===== src/hw/mode_priv_regs.svh =====
// constants for the mode, privilege and stack block
// assumes a 32-bit core datapath around it
// Notes on behaviour
// - leaving reset, execution starts in Thread mode
// - exceptions run in Handler mode; return goes back to Thread
// - Handler mode is always privileged, whatever the control setting
// - in Thread mode a control bit picks privileged or unprivileged
// - only privileged code may change the Thread privilege bit
// - unprivileged code cannot use change-state; special moves restricted
// - unprivileged code cannot reach timer, interrupt controller, control block
// - unprivileged access to chosen regions may be restricted too
// - privileged code may run everything and reach everything
// - supervisor call from unprivileged code hands control to privileged code
// - stacks are full descending; pointer holds last stacked item
// - a push decrements the pointer first, then writes the item
// - in Thread mode a control bit picks main or process stack
// - Handler mode always uses the main stack
`ifndef MODE_PRIV_REGS_SVH
`define MODE_PRIV_REGS_SVH
`define CTRL_NPRIV_BIT 0
`define CTRL_SPSEL_BIT 1
`define CTRL_RESET 2'h0
`define SP_RESET 32'h0000_0000
`define WORD_BYTES 32'h0000_0004
`define SYS_SPACE_BASE 32'he000_e000
`define SYS_SPACE_MASK 32'hffff_f000
`define SPECREG_OPEN_MAX 8'h03
`endif


===== src/hw/mode_priv_pkg.sv =====
// types for the mode, privilege and stack block
// assumes the constants header is included by users of the package
`default_nettype none
package mode_priv_pkg;
   typedef enum logic [1:0] {THREAD = 2'b00, HANDLER = 2'b01} mode_t;
   typedef struct packed {
      logic exceptionEntry;
      logic exceptionReturn;
   } exc_ev_t;
   typedef struct packed {
      logic ctrlWrite;
      logic [1:0] ctrlData;
      logic changeStateInstr;
      logic specialRegWriteInstr;
      logic specialRegReadInstr;
      logic [7:0] specialRegSel;
      logic supervisorCallInstr;
   } instr_t;
   typedef struct packed {
      logic valid;
      logic [31:0] addr;
   } mem_req_t;
   typedef struct packed {
      logic push;
      logic pop;
      logic spWrite;
      logic spWriteMain;
      logic [31:0] spData;
   } stack_op_t;
endpackage : mode_priv_pkg
`default_nettype wire


===== src/hw/mode_priv_stack.sv =====
// processor mode, execution privilege and stack pointer selection
// assumes core decode delivers one-cycle strobes synchronous to clk_sys
`timescale 1ns/1ps
`default_nettype none
`include "mode_priv_regs.svh"
module mode_priv_stack
(
   // clock and reset
   input wire logic clk_sys,
   input wire logic nrst,
   // exception flow
   input wire mode_priv_pkg::exc_ev_t excEv,
   // decoded instructions
   input wire mode_priv_pkg::instr_t instr,
   // data access and optional region restriction
   input wire mode_priv_pkg::mem_req_t memReq,
   input wire logic regionRestricted,
   // stack operations
   input wire mode_priv_pkg::stack_op_t stackOp,
   // status
   output mode_priv_pkg::mode_t mode,
   output logic privileged,
   output logic [1:0] ctrl,
   output logic useProcessStack,
   output logic [31:0] mainSp,
   output logic [31:0] processSp,
   output logic [31:0] activeSp,
   // push write port
   output logic pushWrite,
   output logic [31:0] pushAddr,
   // faults and supervisor call
   output logic instrFault,
   output logic accessFault,
   output logic svcRequest
);
   logic [1:0] next_ctrl;
   logic [31:0] next_sp;

   function automatic logic in_sys_space(input logic [31:0] a);
      in_sys_space = (a & `SYS_SPACE_MASK) == `SYS_SPACE_BASE;
   endfunction : in_sys_space

   // mode tracking
   always_ff @(posedge clk_sys)
   begin
      if (!nrst)
         mode <= mode_priv_pkg::THREAD;
      else if (excEv.exceptionEntry)
         mode <= mode_priv_pkg::HANDLER;
      else if (excEv.exceptionReturn)
         mode <= mode_priv_pkg::THREAD;
   end

   assign privileged = (mode == mode_priv_pkg::HANDLER) || !ctrl[`CTRL_NPRIV_BIT];
   assign useProcessStack = (mode == mode_priv_pkg::THREAD) && ctrl[`CTRL_SPSEL_BIT];

   always_comb
   begin
      next_ctrl = ctrl;
      if (instr.ctrlWrite && privileged)
         next_ctrl = instr.ctrlData;
   end

   always_ff @(posedge clk_sys)
   begin
      if (!nrst)
         ctrl <= `CTRL_RESET;
      else
         ctrl <= next_ctrl;
   end

   // stacks
   assign activeSp = useProcessStack ? processSp : mainSp;
   assign next_sp = activeSp - `WORD_BYTES;

   always_ff @(posedge clk_sys)
   begin
      if (!nrst)
         mainSp <= `SP_RESET;
      else if (stackOp.spWrite && stackOp.spWriteMain)
         mainSp <= stackOp.spData;
      else if (stackOp.push && !useProcessStack)
         mainSp <= next_sp;
      else if (stackOp.pop && !useProcessStack)
         mainSp <= mainSp + `WORD_BYTES;
   end

   always_ff @(posedge clk_sys)
   begin
      if (!nrst)
         processSp <= `SP_RESET;
      else if (stackOp.spWrite && !stackOp.spWriteMain)
         processSp <= stackOp.spData;
      else if (stackOp.push && useProcessStack)
         processSp <= next_sp;
      else if (stackOp.pop && useProcessStack)
         processSp <= processSp + `WORD_BYTES;
   end

   // push write strobe and address register on the same edge as the decrement
   always_ff @(posedge clk_sys)
   begin
      if (!nrst)
      begin
         pushWrite <= 1'b0;
         pushAddr <= `SP_RESET;
      end
      else
      begin
         pushWrite <= stackOp.push;
         pushAddr <= next_sp;
      end
   end

   // privilege checks
   always_ff @(posedge clk_sys)
   begin
      if (!nrst)
      begin
         instrFault <= 1'b0;
         accessFault <= 1'b0;
         svcRequest <= 1'b0;
      end
      else
      begin
         instrFault <= !privileged && (instr.changeStateInstr ||
            ((instr.specialRegWriteInstr || instr.specialRegReadInstr) && instr.specialRegSel > `SPECREG_OPEN_MAX));
         accessFault <= !privileged && memReq.valid && (in_sys_space(memReq.addr) || regionRestricted);
         svcRequest <= instr.supervisorCallInstr;
      end
   end

   property p_handler_priv;
      @(posedge clk_sys) disable iff (!nrst) mode == mode_priv_pkg::HANDLER |-> privileged;
   endproperty
   a_handler_priv: assert property (p_handler_priv) else $error("handler not privileged");
   property p_mode_hold;
      @(posedge clk_sys) disable iff (!nrst)
      !excEv.exceptionEntry && !excEv.exceptionReturn |=> $stable(mode);
   endproperty
   a_mode_hold: assert property (p_mode_hold) else $error("mode changed without exception event");
   property p_reset_sps;
      @(posedge clk_sys) !nrst |=> mainSp == `SP_RESET && processSp == `SP_RESET && !pushWrite;
   endproperty
   a_reset_sps: assert property (p_reset_sps) else $error("reset pointers wrong");

   property p_reset_thread;
      @(posedge clk_sys) !nrst |=> mode == mode_priv_pkg::THREAD && ctrl == `CTRL_RESET;
   endproperty
   a_reset_thread: assert property (p_reset_thread) else $error("reset state wrong");
   property p_entry;
      @(posedge clk_sys) disable iff (!nrst) excEv.exceptionEntry |=> mode == mode_priv_pkg::HANDLER;
   endproperty
   a_entry: assert property (p_entry) else $error("no handler entry");
   property p_return;
      @(posedge clk_sys) disable iff (!nrst)
      excEv.exceptionReturn && !excEv.exceptionEntry |=> mode == mode_priv_pkg::THREAD;
   endproperty
   a_return: assert property (p_return) else $error("no thread return");
   property p_thread_priv;
      @(posedge clk_sys) disable iff (!nrst)
      mode == mode_priv_pkg::THREAD |-> privileged == !ctrl[`CTRL_NPRIV_BIT];
   endproperty
   a_thread_priv: assert property (p_thread_priv) else $error("thread privilege wrong");
   property p_ctrl_guard;
      @(posedge clk_sys) disable iff (!nrst) !privileged |=> $stable(ctrl);
   endproperty
   a_ctrl_guard: assert property (p_ctrl_guard) else $error("unprivileged control change");
   property p_cps;
      @(posedge clk_sys) disable iff (!nrst) !privileged && instr.changeStateInstr |=> instrFault;
   endproperty
   a_cps: assert property (p_cps) else $error("change-state not barred");
   property p_sys;
      @(posedge clk_sys) disable iff (!nrst)
      !privileged && memReq.valid && in_sys_space(memReq.addr) |=> accessFault;
   endproperty
   a_sys: assert property (p_sys) else $error("system space not barred");
   property p_priv_free;
      @(posedge clk_sys) disable iff (!nrst) privileged |=> !instrFault && !accessFault;
   endproperty
   a_priv_free: assert property (p_priv_free) else $error("privileged code faulted");
   property p_svc;
      @(posedge clk_sys) disable iff (!nrst) instr.supervisorCallInstr |=> svcRequest;
   endproperty
   a_svc: assert property (p_svc) else $error("supervisor call lost");
   property p_push;
      @(posedge clk_sys) disable iff (!nrst) stackOp.push && !stackOp.spWrite |=> pushWrite &&
      pushAddr == $past(activeSp) - `WORD_BYTES && ($past(useProcessStack) ? processSp : mainSp) == pushAddr;
   endproperty
   a_push: assert property (p_push) else $error("push order wrong");
   property p_pop;
      @(posedge clk_sys) disable iff (!nrst) stackOp.pop && !stackOp.push && !stackOp.spWrite |=>
      ($past(useProcessStack) ? processSp : mainSp) == $past(activeSp) + `WORD_BYTES;
   endproperty
   a_pop: assert property (p_pop) else $error("pop step wrong");
   property p_handler_msp;
      @(posedge clk_sys) disable iff (!nrst) mode == mode_priv_pkg::HANDLER |-> activeSp == mainSp;
   endproperty
   a_handler_msp: assert property (p_handler_msp) else $error("handler not on main stack");
   property p_thread_sel;
      @(posedge clk_sys) disable iff (!nrst)
      mode == mode_priv_pkg::THREAD |-> useProcessStack == ctrl[`CTRL_SPSEL_BIT];
   endproperty
   a_thread_sel: assert property (p_thread_sel) else $error("thread stack select wrong");
   property p_psp_hold;
      @(posedge clk_sys) disable iff (!nrst) !useProcessStack && !stackOp.spWrite |=> $stable(processSp);
   endproperty
   a_psp_hold: assert property (p_psp_hold) else $error("process stack disturbed");
   property p_msp_hold;
      @(posedge clk_sys) disable iff (!nrst) useProcessStack && !stackOp.spWrite |=> $stable(mainSp);
   endproperty
   a_msp_hold: assert property (p_msp_hold) else $error("main stack disturbed");
   property p_region;
      @(posedge clk_sys) disable iff (!nrst)
      !privileged && memReq.valid && regionRestricted |=> accessFault;
   endproperty
   a_region: assert property (p_region) else $error("restricted region not barred");

   c_exc_entry: cover property (@(posedge clk_sys) disable iff (!nrst) excEv.exceptionEntry);

   c_handler_round: cover property (@(posedge clk_sys) disable iff (!nrst)
      excEv.exceptionEntry ##[1:20] excEv.exceptionReturn);
   c_unpriv_svc: cover property (@(posedge clk_sys) disable iff (!nrst)
      !privileged && instr.supervisorCallInstr);
   c_psp_push: cover property (@(posedge clk_sys) disable iff (!nrst) useProcessStack && stackOp.push);
   c_pop: cover property (@(posedge clk_sys) disable iff (!nrst)
      stackOp.pop && !stackOp.push && !stackOp.spWrite);
endmodule : mode_priv_stack
`default_nettype wire


===== config.mk =====
export PLATFORM = sky130hd
export DESIGN_NAME = mode_priv_stack
export DESIGN_NICKNAME = d
export VERILOG_FILES = /design/src/hw/mode_priv_pkg.sv /design/src/hw/mode_priv_stack.sv
export VERILOG_INCLUDE_DIRS = /design/src /design/src/hw
export SDC_FILE = /design/constraint.sdc
export NUM_CORES = 1
export LEC_CHECK = 0
export BUFFER_PORTS_ARGS = -buffer_cell sky130_fd_sc_hd__clkbuf_2
export CELL_PAD_IN_SITES_DETAIL_PLACEMENT = 1
export CELL_PAD_IN_SITES_GLOBAL_PLACEMENT = 1
export CORE_MARGIN = 8
export CORE_UTILIZATION = 33
export CTS_CLUSTER_SIZE = 20
export DETAILED_ROUTE_END_ITERATION = 12
export GPL_TIMING_DRIVEN = 1
export HOLD_SLACK_MARGIN = 0.06
export PLACE_DENSITY_LB_ADDON = 0.1
export SLEW_MARGIN = 20
export SYNTH_ARGS = -nofsm -noshare
export SYNTH_HDL_FRONTEND = slang
export SYNTH_SLANG_ARGS = --single-unit

===== constraint.sdc =====
create_clock -name clk_sys -period 2.4 [get_ports clk_sys]
set_input_delay 0.12 -clock clk_sys [delete_from_list [all_inputs] [get_ports clk_sys]]
set_output_delay 0.12 -clock clk_sys [all_outputs]
set_load 0.05 [all_outputs]

==> impl_results.md, run 1 <==
- Worst-path maximum fanout: 6
- DRT Wirelength: 35360 um
- Final Power: 6.299 mW
- Final Max Slew Viols: 0
- Total grt overflow: 0
- Post-Syn Area: about 6800 um^2
- VDD IR max: ~0.00027 V
- Critical Path RT: ~2.7 ns
- Worst hold-check path type: in2reg
- CP startpoint: ctrl[1]
- Vias: about 8.7k
- CTS sink count: 103
- Clock power share: between 20% and 30%
- Mux cell area share after synthesis: under 10%
- Clock Latency Late Sink: roughly 0.37 ns
- DIE HEIGHT: roughly 160 um
- Fin. Hold Viols: 0
- Psw: 2.720 mW
- H-tree levels: 3
- Final Cell Area: just under 10000 um^2
- Switching Share: around 43%
- Ys async rst share: 0%
- CTS clk-pin slew, worst paths: around 0.080 ns
- RSZ-0062 raised after global routing: true
- # IOs: ~230
- CTS tree: done
- F_max: 420.0 MHz
- First-pass GRT wire length: about 54000 um
- Area Growth Syn to Fin: 45.63%
- Sequential area share after synthesis: ~30%
- Setup crit start kind: flop
- Net count, final: 1339
- Starting Density: approximately 34%
- Die X: approximately 160 um
- Final Skew: about 0.010 ns
- TritonCTS Buffers: 9
- Synth Area in Compound Gates: ~25%
- Seq cells post-synth: slightly above 100
- Crit end category: flop
- Share of layout cells above drive strength 1: roughly 36%
- Vias per cell: between 5 and 6
- Worst Tran Pin Value: approximately 0.55 ns
- Largest net degree at the start of global routing: 32
- Final cell count without fillers: ~1.5k
- Syn Nets: just over 1k
- Comb power frac: between 40% and 50%
- Min Tclk post-route: roughly 2.4 ns
- Synth top area cells: dfxtp_1 (30%), nand2_1 (7.5%), nor2_1 (5.7%), a21oi_1 (5.3%), xnor2_1 (4.4%)
- Sequential power share: 32.2%
- Hold Crit Start: regionRestricted
- Vias in the first global route: about 9.1k
- Port Buffers: about 210
- Crit-path cells: buf_6 -> or4b_4 -> o31ai_4 -> o2111a_4 -> buf_6 -> and3_4 -> and3_4 -> xor2_4 -> o221a_1
- DRT Pass-1 Iters: 5
- Leakage power: between 4 and 5 nW
- Initial DRC count: 550
- Unique masters post-synth: 78
- Synth warn: 0
- Yosys top cell area share: between 30% and 40%
- Simple-Gate Fraction of Synth Area: 28.93%
- Worst Reg2Reg Path Length in Cells: 9
- Yosys top cell by area: dfxtp_1
- Adder-Cell Fraction of Synth Area: less than 1%
- Avg Inst Size Synth: approximately 7.4 um^2
- Reg2reg end: mainSp[24]
- CTS root buffer: clkbuf_16
- Slowest cell on the critical path: or4b_4
- Std-Cell Rows: 52
- Final setup viols: 0
- Crit Reg-Reg Startpoint: ctrl[1]
- Max incr delay on CP: ~0.48 ns
- Pwr Density: 636.6 nW/um^2
- Worst slew margin: roughly 64%
- Initial antenna violation count: 0
- Hold path endpoint: accessFault
- Period utilization: between 90% and 100%
- Inst Count DP: between 1k and 1.5k
- Final GP Congestion: 0.9252
- Total GRT Usage: between 20% and 30%
- Pint: approximately 3.6 mW
- Setup CP Type: reg2reg
- Synth cell count leaders: nand2_1 (136), dfxtp_1 (103), nor2_1 (103)
- Fillcell total: about 2.6k
- Residual DRC count: 0
- Final Util: just under 50%
- ANT nets after route: 0
- Placed Area: 9116 um^2
- Die Area: about 25000 um^2
- Reg-to-reg slack, setup: roughly 0.019 ns
- Largest family of logic cells by synthesized area: simple AND/OR/NAND/NOR gates
- Number of enable flip-flop cells after synthesis: 0
- Arr. time, crit path: 2.69 ns
- Post-synthesis xor/xnor area fraction: under 10%
- # diodes: 0
- Synth Flop Type: dfxtp_1
- Max Buffers Root-to-Sink: 2
- Core box area: approximately 20000 um^2
- Mapped Cells: roughly 900
- Most frequent cell after synthesis: nand2_1
- Wire length per cell: around 23 um
- Max-Cap Viols: 0
- Hold path depth: 3
- Status: complete, no violations
- HPWL Detailed: ~27000 um
sequential cells by signal, summed over array words and instances (netlist names):
name and cells:
pushWrite 1, mode 1, svcRequest 1, instrFault 1, mainSp 32, pushAddr 32, accessFault 1, processSp 32
ctrl 2
critical path, delay by kind of cell, from the launching register on:
kind / cells / cell delay [ns]
DFF: 1 / 0.41
buffers and inverters: 2 / 0.24
and+or+nand+nor: 3 / 0.90
xor gates and xnor gates: 1 / 0.17
AOI/OAI and AO/OA: 3 / 0.60
layout make-up:
type / count / area (um^2) / share of cell area, %
timing repair buffer: 385 / 2530 / 25.57
inverter: 19 / 83.83 / 0.8471
multi-input combinational: 730 / 4554 / 46.02
tap: 270 / 337.8 / 3.414
clock buffer: 9 / 225.2 / 2.276
clock inverter: 7 / 77.57 / 0.7839
sequential: 103 / 2087 / 21.09
placed cells by master (no fill, tap or decap), types with 18 or more instances in the layout:
master and n:
a21oi_1 72, a31oi_1 18, and2_1 19, buf_4 147, clkbuf_2 209, dfxtp_1 89
dlygate4sd3_1 18, nand2_1 131, nand3_1 29, nand4_1 25, nor2_1 101, nor3_1 21
o21ai_0 56, xnor2_1 29
logic make-up after synthesis:
| group | Yosys count |
|---|---|
| AND/OR/NAND/NOR | 399 |
| AO/OA/AOI/OAI | 257 |
| flip-flops | 103 |
| buffers and inverters | 88 |
| XOR/XNOR | 48 |
| multiplexers | 23 |
| adder cells (fa/ha/maj) | 2 |
| other | 1 |
how the worst max path moves through the flow:
| stage | to | cells after the start | slack, ns |
|---|---|---|---|
| floorplan | mainSp[9] | 10 | -0.0008 |
| CTS | mainSp[24] | 9 | -0.06 |
| global route | mainSp[29] | 8 | -0.05 |
| global placement | mainSp[16] | 9 | -0.05 |
| detailed placement | mainSp[24] | 9 | -0.15 |
| finish | mainSp[24] | 9 | 0.02 |
per-stage QoR:
stage                 TNS [ns]  worst slack, ns  hold slack [ns]
CTS                    -0.1314         -0.05814          0.06035
finish                       0          0.01894          0.06200
global route           -0.1722         -0.05280          0.06119
global placement       -0.1352         -0.04730           0.3265
floorplan           -0.0008140       -0.0008140           0.2361
detailed placement      -1.015          -0.1452           0.3319
power by group through the flow:
stage	Combinational (mW)	Clock (mW)	Sequential [mW]
CTS	2.59	1.62	2.02
global route	2.83	1.69	2.05
global placement	2.50	0	2.05
floorplan	1.07	0	2.56
detailed placement	2.53	0	2.06
finish	2.68	1.59	2.03
what timing repair did:
action	in CTS	in global routing
endpoints found under the setup margin	30	56
gates resized for setup	14	32
hold buffers	18	0
cloned	1	0
pin swaps	3	17
hold endpoints to repair	22	0
setup buffers	1	4
routing by layer:
layer / track usage, % / vias up / share of wire (%)
met5: 0 / - / 0
met4: 8.533 / 0 / 2.2
met3: 5.946 / 54 / 7.9
met2: 43.42 / 389 / 46
met1: 34.72 / 4298 / 44
li1: - / 3996 / -
Note: power is estimated with default switching activity, not from simulation.
==> inputs of run 2 (changes only) <==
- CORE_UTILIZATION: 33 -> 39
- clock period: 2.4 -> 2.8 ns (I/O delays scaled with it)
==> run 2 against run 1 <==
Compared with the run above:
- hold slack worse by 0.00071 ns
- clock power down 17%
- cell count is 7.9% lower
- clock skew up 0.0019 ns
- critical path depth unchanged
- non-clock buffer count down 75
- highest routed layer unchanged
- global-route usage increased by 2.8 points
- via count down 3.0%
==> impl_results.md, run 2 (synthesized netlist as in run 1, its figures left out) <==
- Max Buffers Root-to-Sink: 2
- F_max: 379.2 MHz
- DIE HEIGHT: roughly 150 um
- Residual DRC count: 0
- Total grt overflow: 0
- Initial antenna violation count: 0
- Final Power: 5.088 mW
- Area of the multi-input gates: between 4000 and 5000 um^2
- Status: complete, no violations
- Crit end category: flop
- Final Max Slew Viols: 0
- Clock Latency Late Sink: 0.38 ns
- Placed Area: roughly 8500 um^2
- Die X: 148 um
- CTS root buffer: clkbuf_16
- Setup crit start kind: flop
- ANT nets after route: 0
- Final GP Congestion: between 0.9 and 1
- Setup CP Type: reg2reg
- Arr. time, crit path: 2.86 ns
- Die Area: between 20000 and 25000 um^2
- Std-Cell Rows: 48
- Commonest non-fill, non-tap cells in the layout: clkbuf_2 (211), nand2_1 (136), dfxtp_1 (103)
- Fin. Hold Viols: 0
- Register area: between 2000 and 2500 um^2
- CTS tree: done
- Share of layout cells above drive strength 1: between 20 and 30%
- CTS clk-pin slew, worst paths: 0.08 ns
- Wire length per cell: 23.49 um
- # diodes: 0
- Port Buffers: approximately 210
- Worst Tran Pin Value: just over 0.7 ns
- VDD IR max: 0.0003242 V
- DRT Pass-1 Iters: 5
- Max-Cap Viols: 0
- H-tree levels: 3
- Critical Path RT: 3.03 ns
- Vias per cell: around 6.0
- Worst slew margin: 52.38%
- Vias in the first global route: ~8.8k
- First-pass GRT wire length: between 50000 and 60000 um
- HPWL Detailed: 24430 um
- RSZ-0062 raised after global routing: false
- Total GRT Usage: between 20 and 30%
- Largest net degree at the start of global routing: 32
- Min Tclk post-route: roughly 2.6 ns
- Pwr Density: ~570 nW/um^2
- Core box area: 17180 um^2
- Worst hold-check path type: in2reg
- CTS sink count: about 100
- Commonest non-fill, non-tap cell in the layout: clkbuf_2
- Worst-path maximum fanout: 8
- Initial DRC count: 645
- Period utilization: 94.18%
- Regs by FF count: mainSp: 32 flops, processSp: 32 flops, pushAddr: 32 flops
- Fillcell total: roughly 2.3k
- TritonCTS Buffers: 9
- Final setup viols: 0
- Net count, final: between 1k and 1.5k
- Starting Density: about 40%
- Leakage power: just under 4 nW
- Final Cell Area: just under 9000 um^2
- # IOs: around 230
- Setup TNS: 0 ns
- DRT Wirelength: about 33000 um
- Vias: between 8k and 9k
- Final Skew: between 0.01 and 0.015 ns
- Area Growth Syn to Fin: 31.28%
-- run 2: worst paths after layout --
check               endpoint       start  slack, ns  cells past startpoint
hold / removal     mainSp[4]  stackOp[4]       0.06                      3
setup reg to reg  mainSp[27]     ctrl[1]       0.16                      9
setup / recovery  mainSp[27]     ctrl[1]       0.16                      9
hold reg to reg    mainSp[1]   mainSp[1]       0.48                      2
-- run 2: per-layer routing --
metal	part of all wire [%]	GRT usage (%)	up-vias
met4	3.8	13.62	0
li1	-	-	3838
met5	0	0	-
met2	47	49.61	404
met1	41	36.15	4137
met3	7.6	5.381	92
-- run 2: cell type report --
cell class	count	share of cell area (%)
tap	225	3.156
clock buffer	10	2.679
timing repair buffer	310	20.93
multi-input combinational	730	48.72
inverter	19	0.8275
sequential	103	23.11
clock inverter	6	0.5750
-- run 2: critical path: stages (launching register included) --
cell and delay (ns):
dfxtp_1 0.45, buf_4 0.18, or4b_1 0.45, o31ai_1 0.15, o2111a_4 0.37, nand3_4 0.10, buf_4 0.21, nor3_2 0.20
xnor2_1 0.24, o22ai_1 0.12
-- run 2: through the flow --
step | utilization, % | setup slack, ns | hold slack, ns | cells
CTS | 51.89 | 0.1881 | 0.06282 | 1403
detailed placement | 49.21 | 0.2277 | 0.3585 | 1370
floorplan | - | 0.02985 | 0.2574 | 921
global route | 51.94 | 0.008854 | 0.08896 | 1403
global placement | 49.21 | 0.2841 | 0.3448 | 1370
finish | 51.94 | 0.1629 | 0.06129 | 1403
-- run 2: timing repair --
item,in CTS,in global routing
hold buffers,17,0
buffers inserted,0,0
resized for setup,0,2
endpoints found under the setup margin,0,3
endpoints found under the hold margin,19,0
-- run 2: report_power, final --
part           internal, mW  switching (mW)  leakage (nW)  total (mW)
combinational         0.588            1.42          2.92        2.01
sequential             1.59           0.162         0.847        1.76
clock                 0.645           0.678         0.145        1.32
total                  2.83            2.26          3.92        5.09
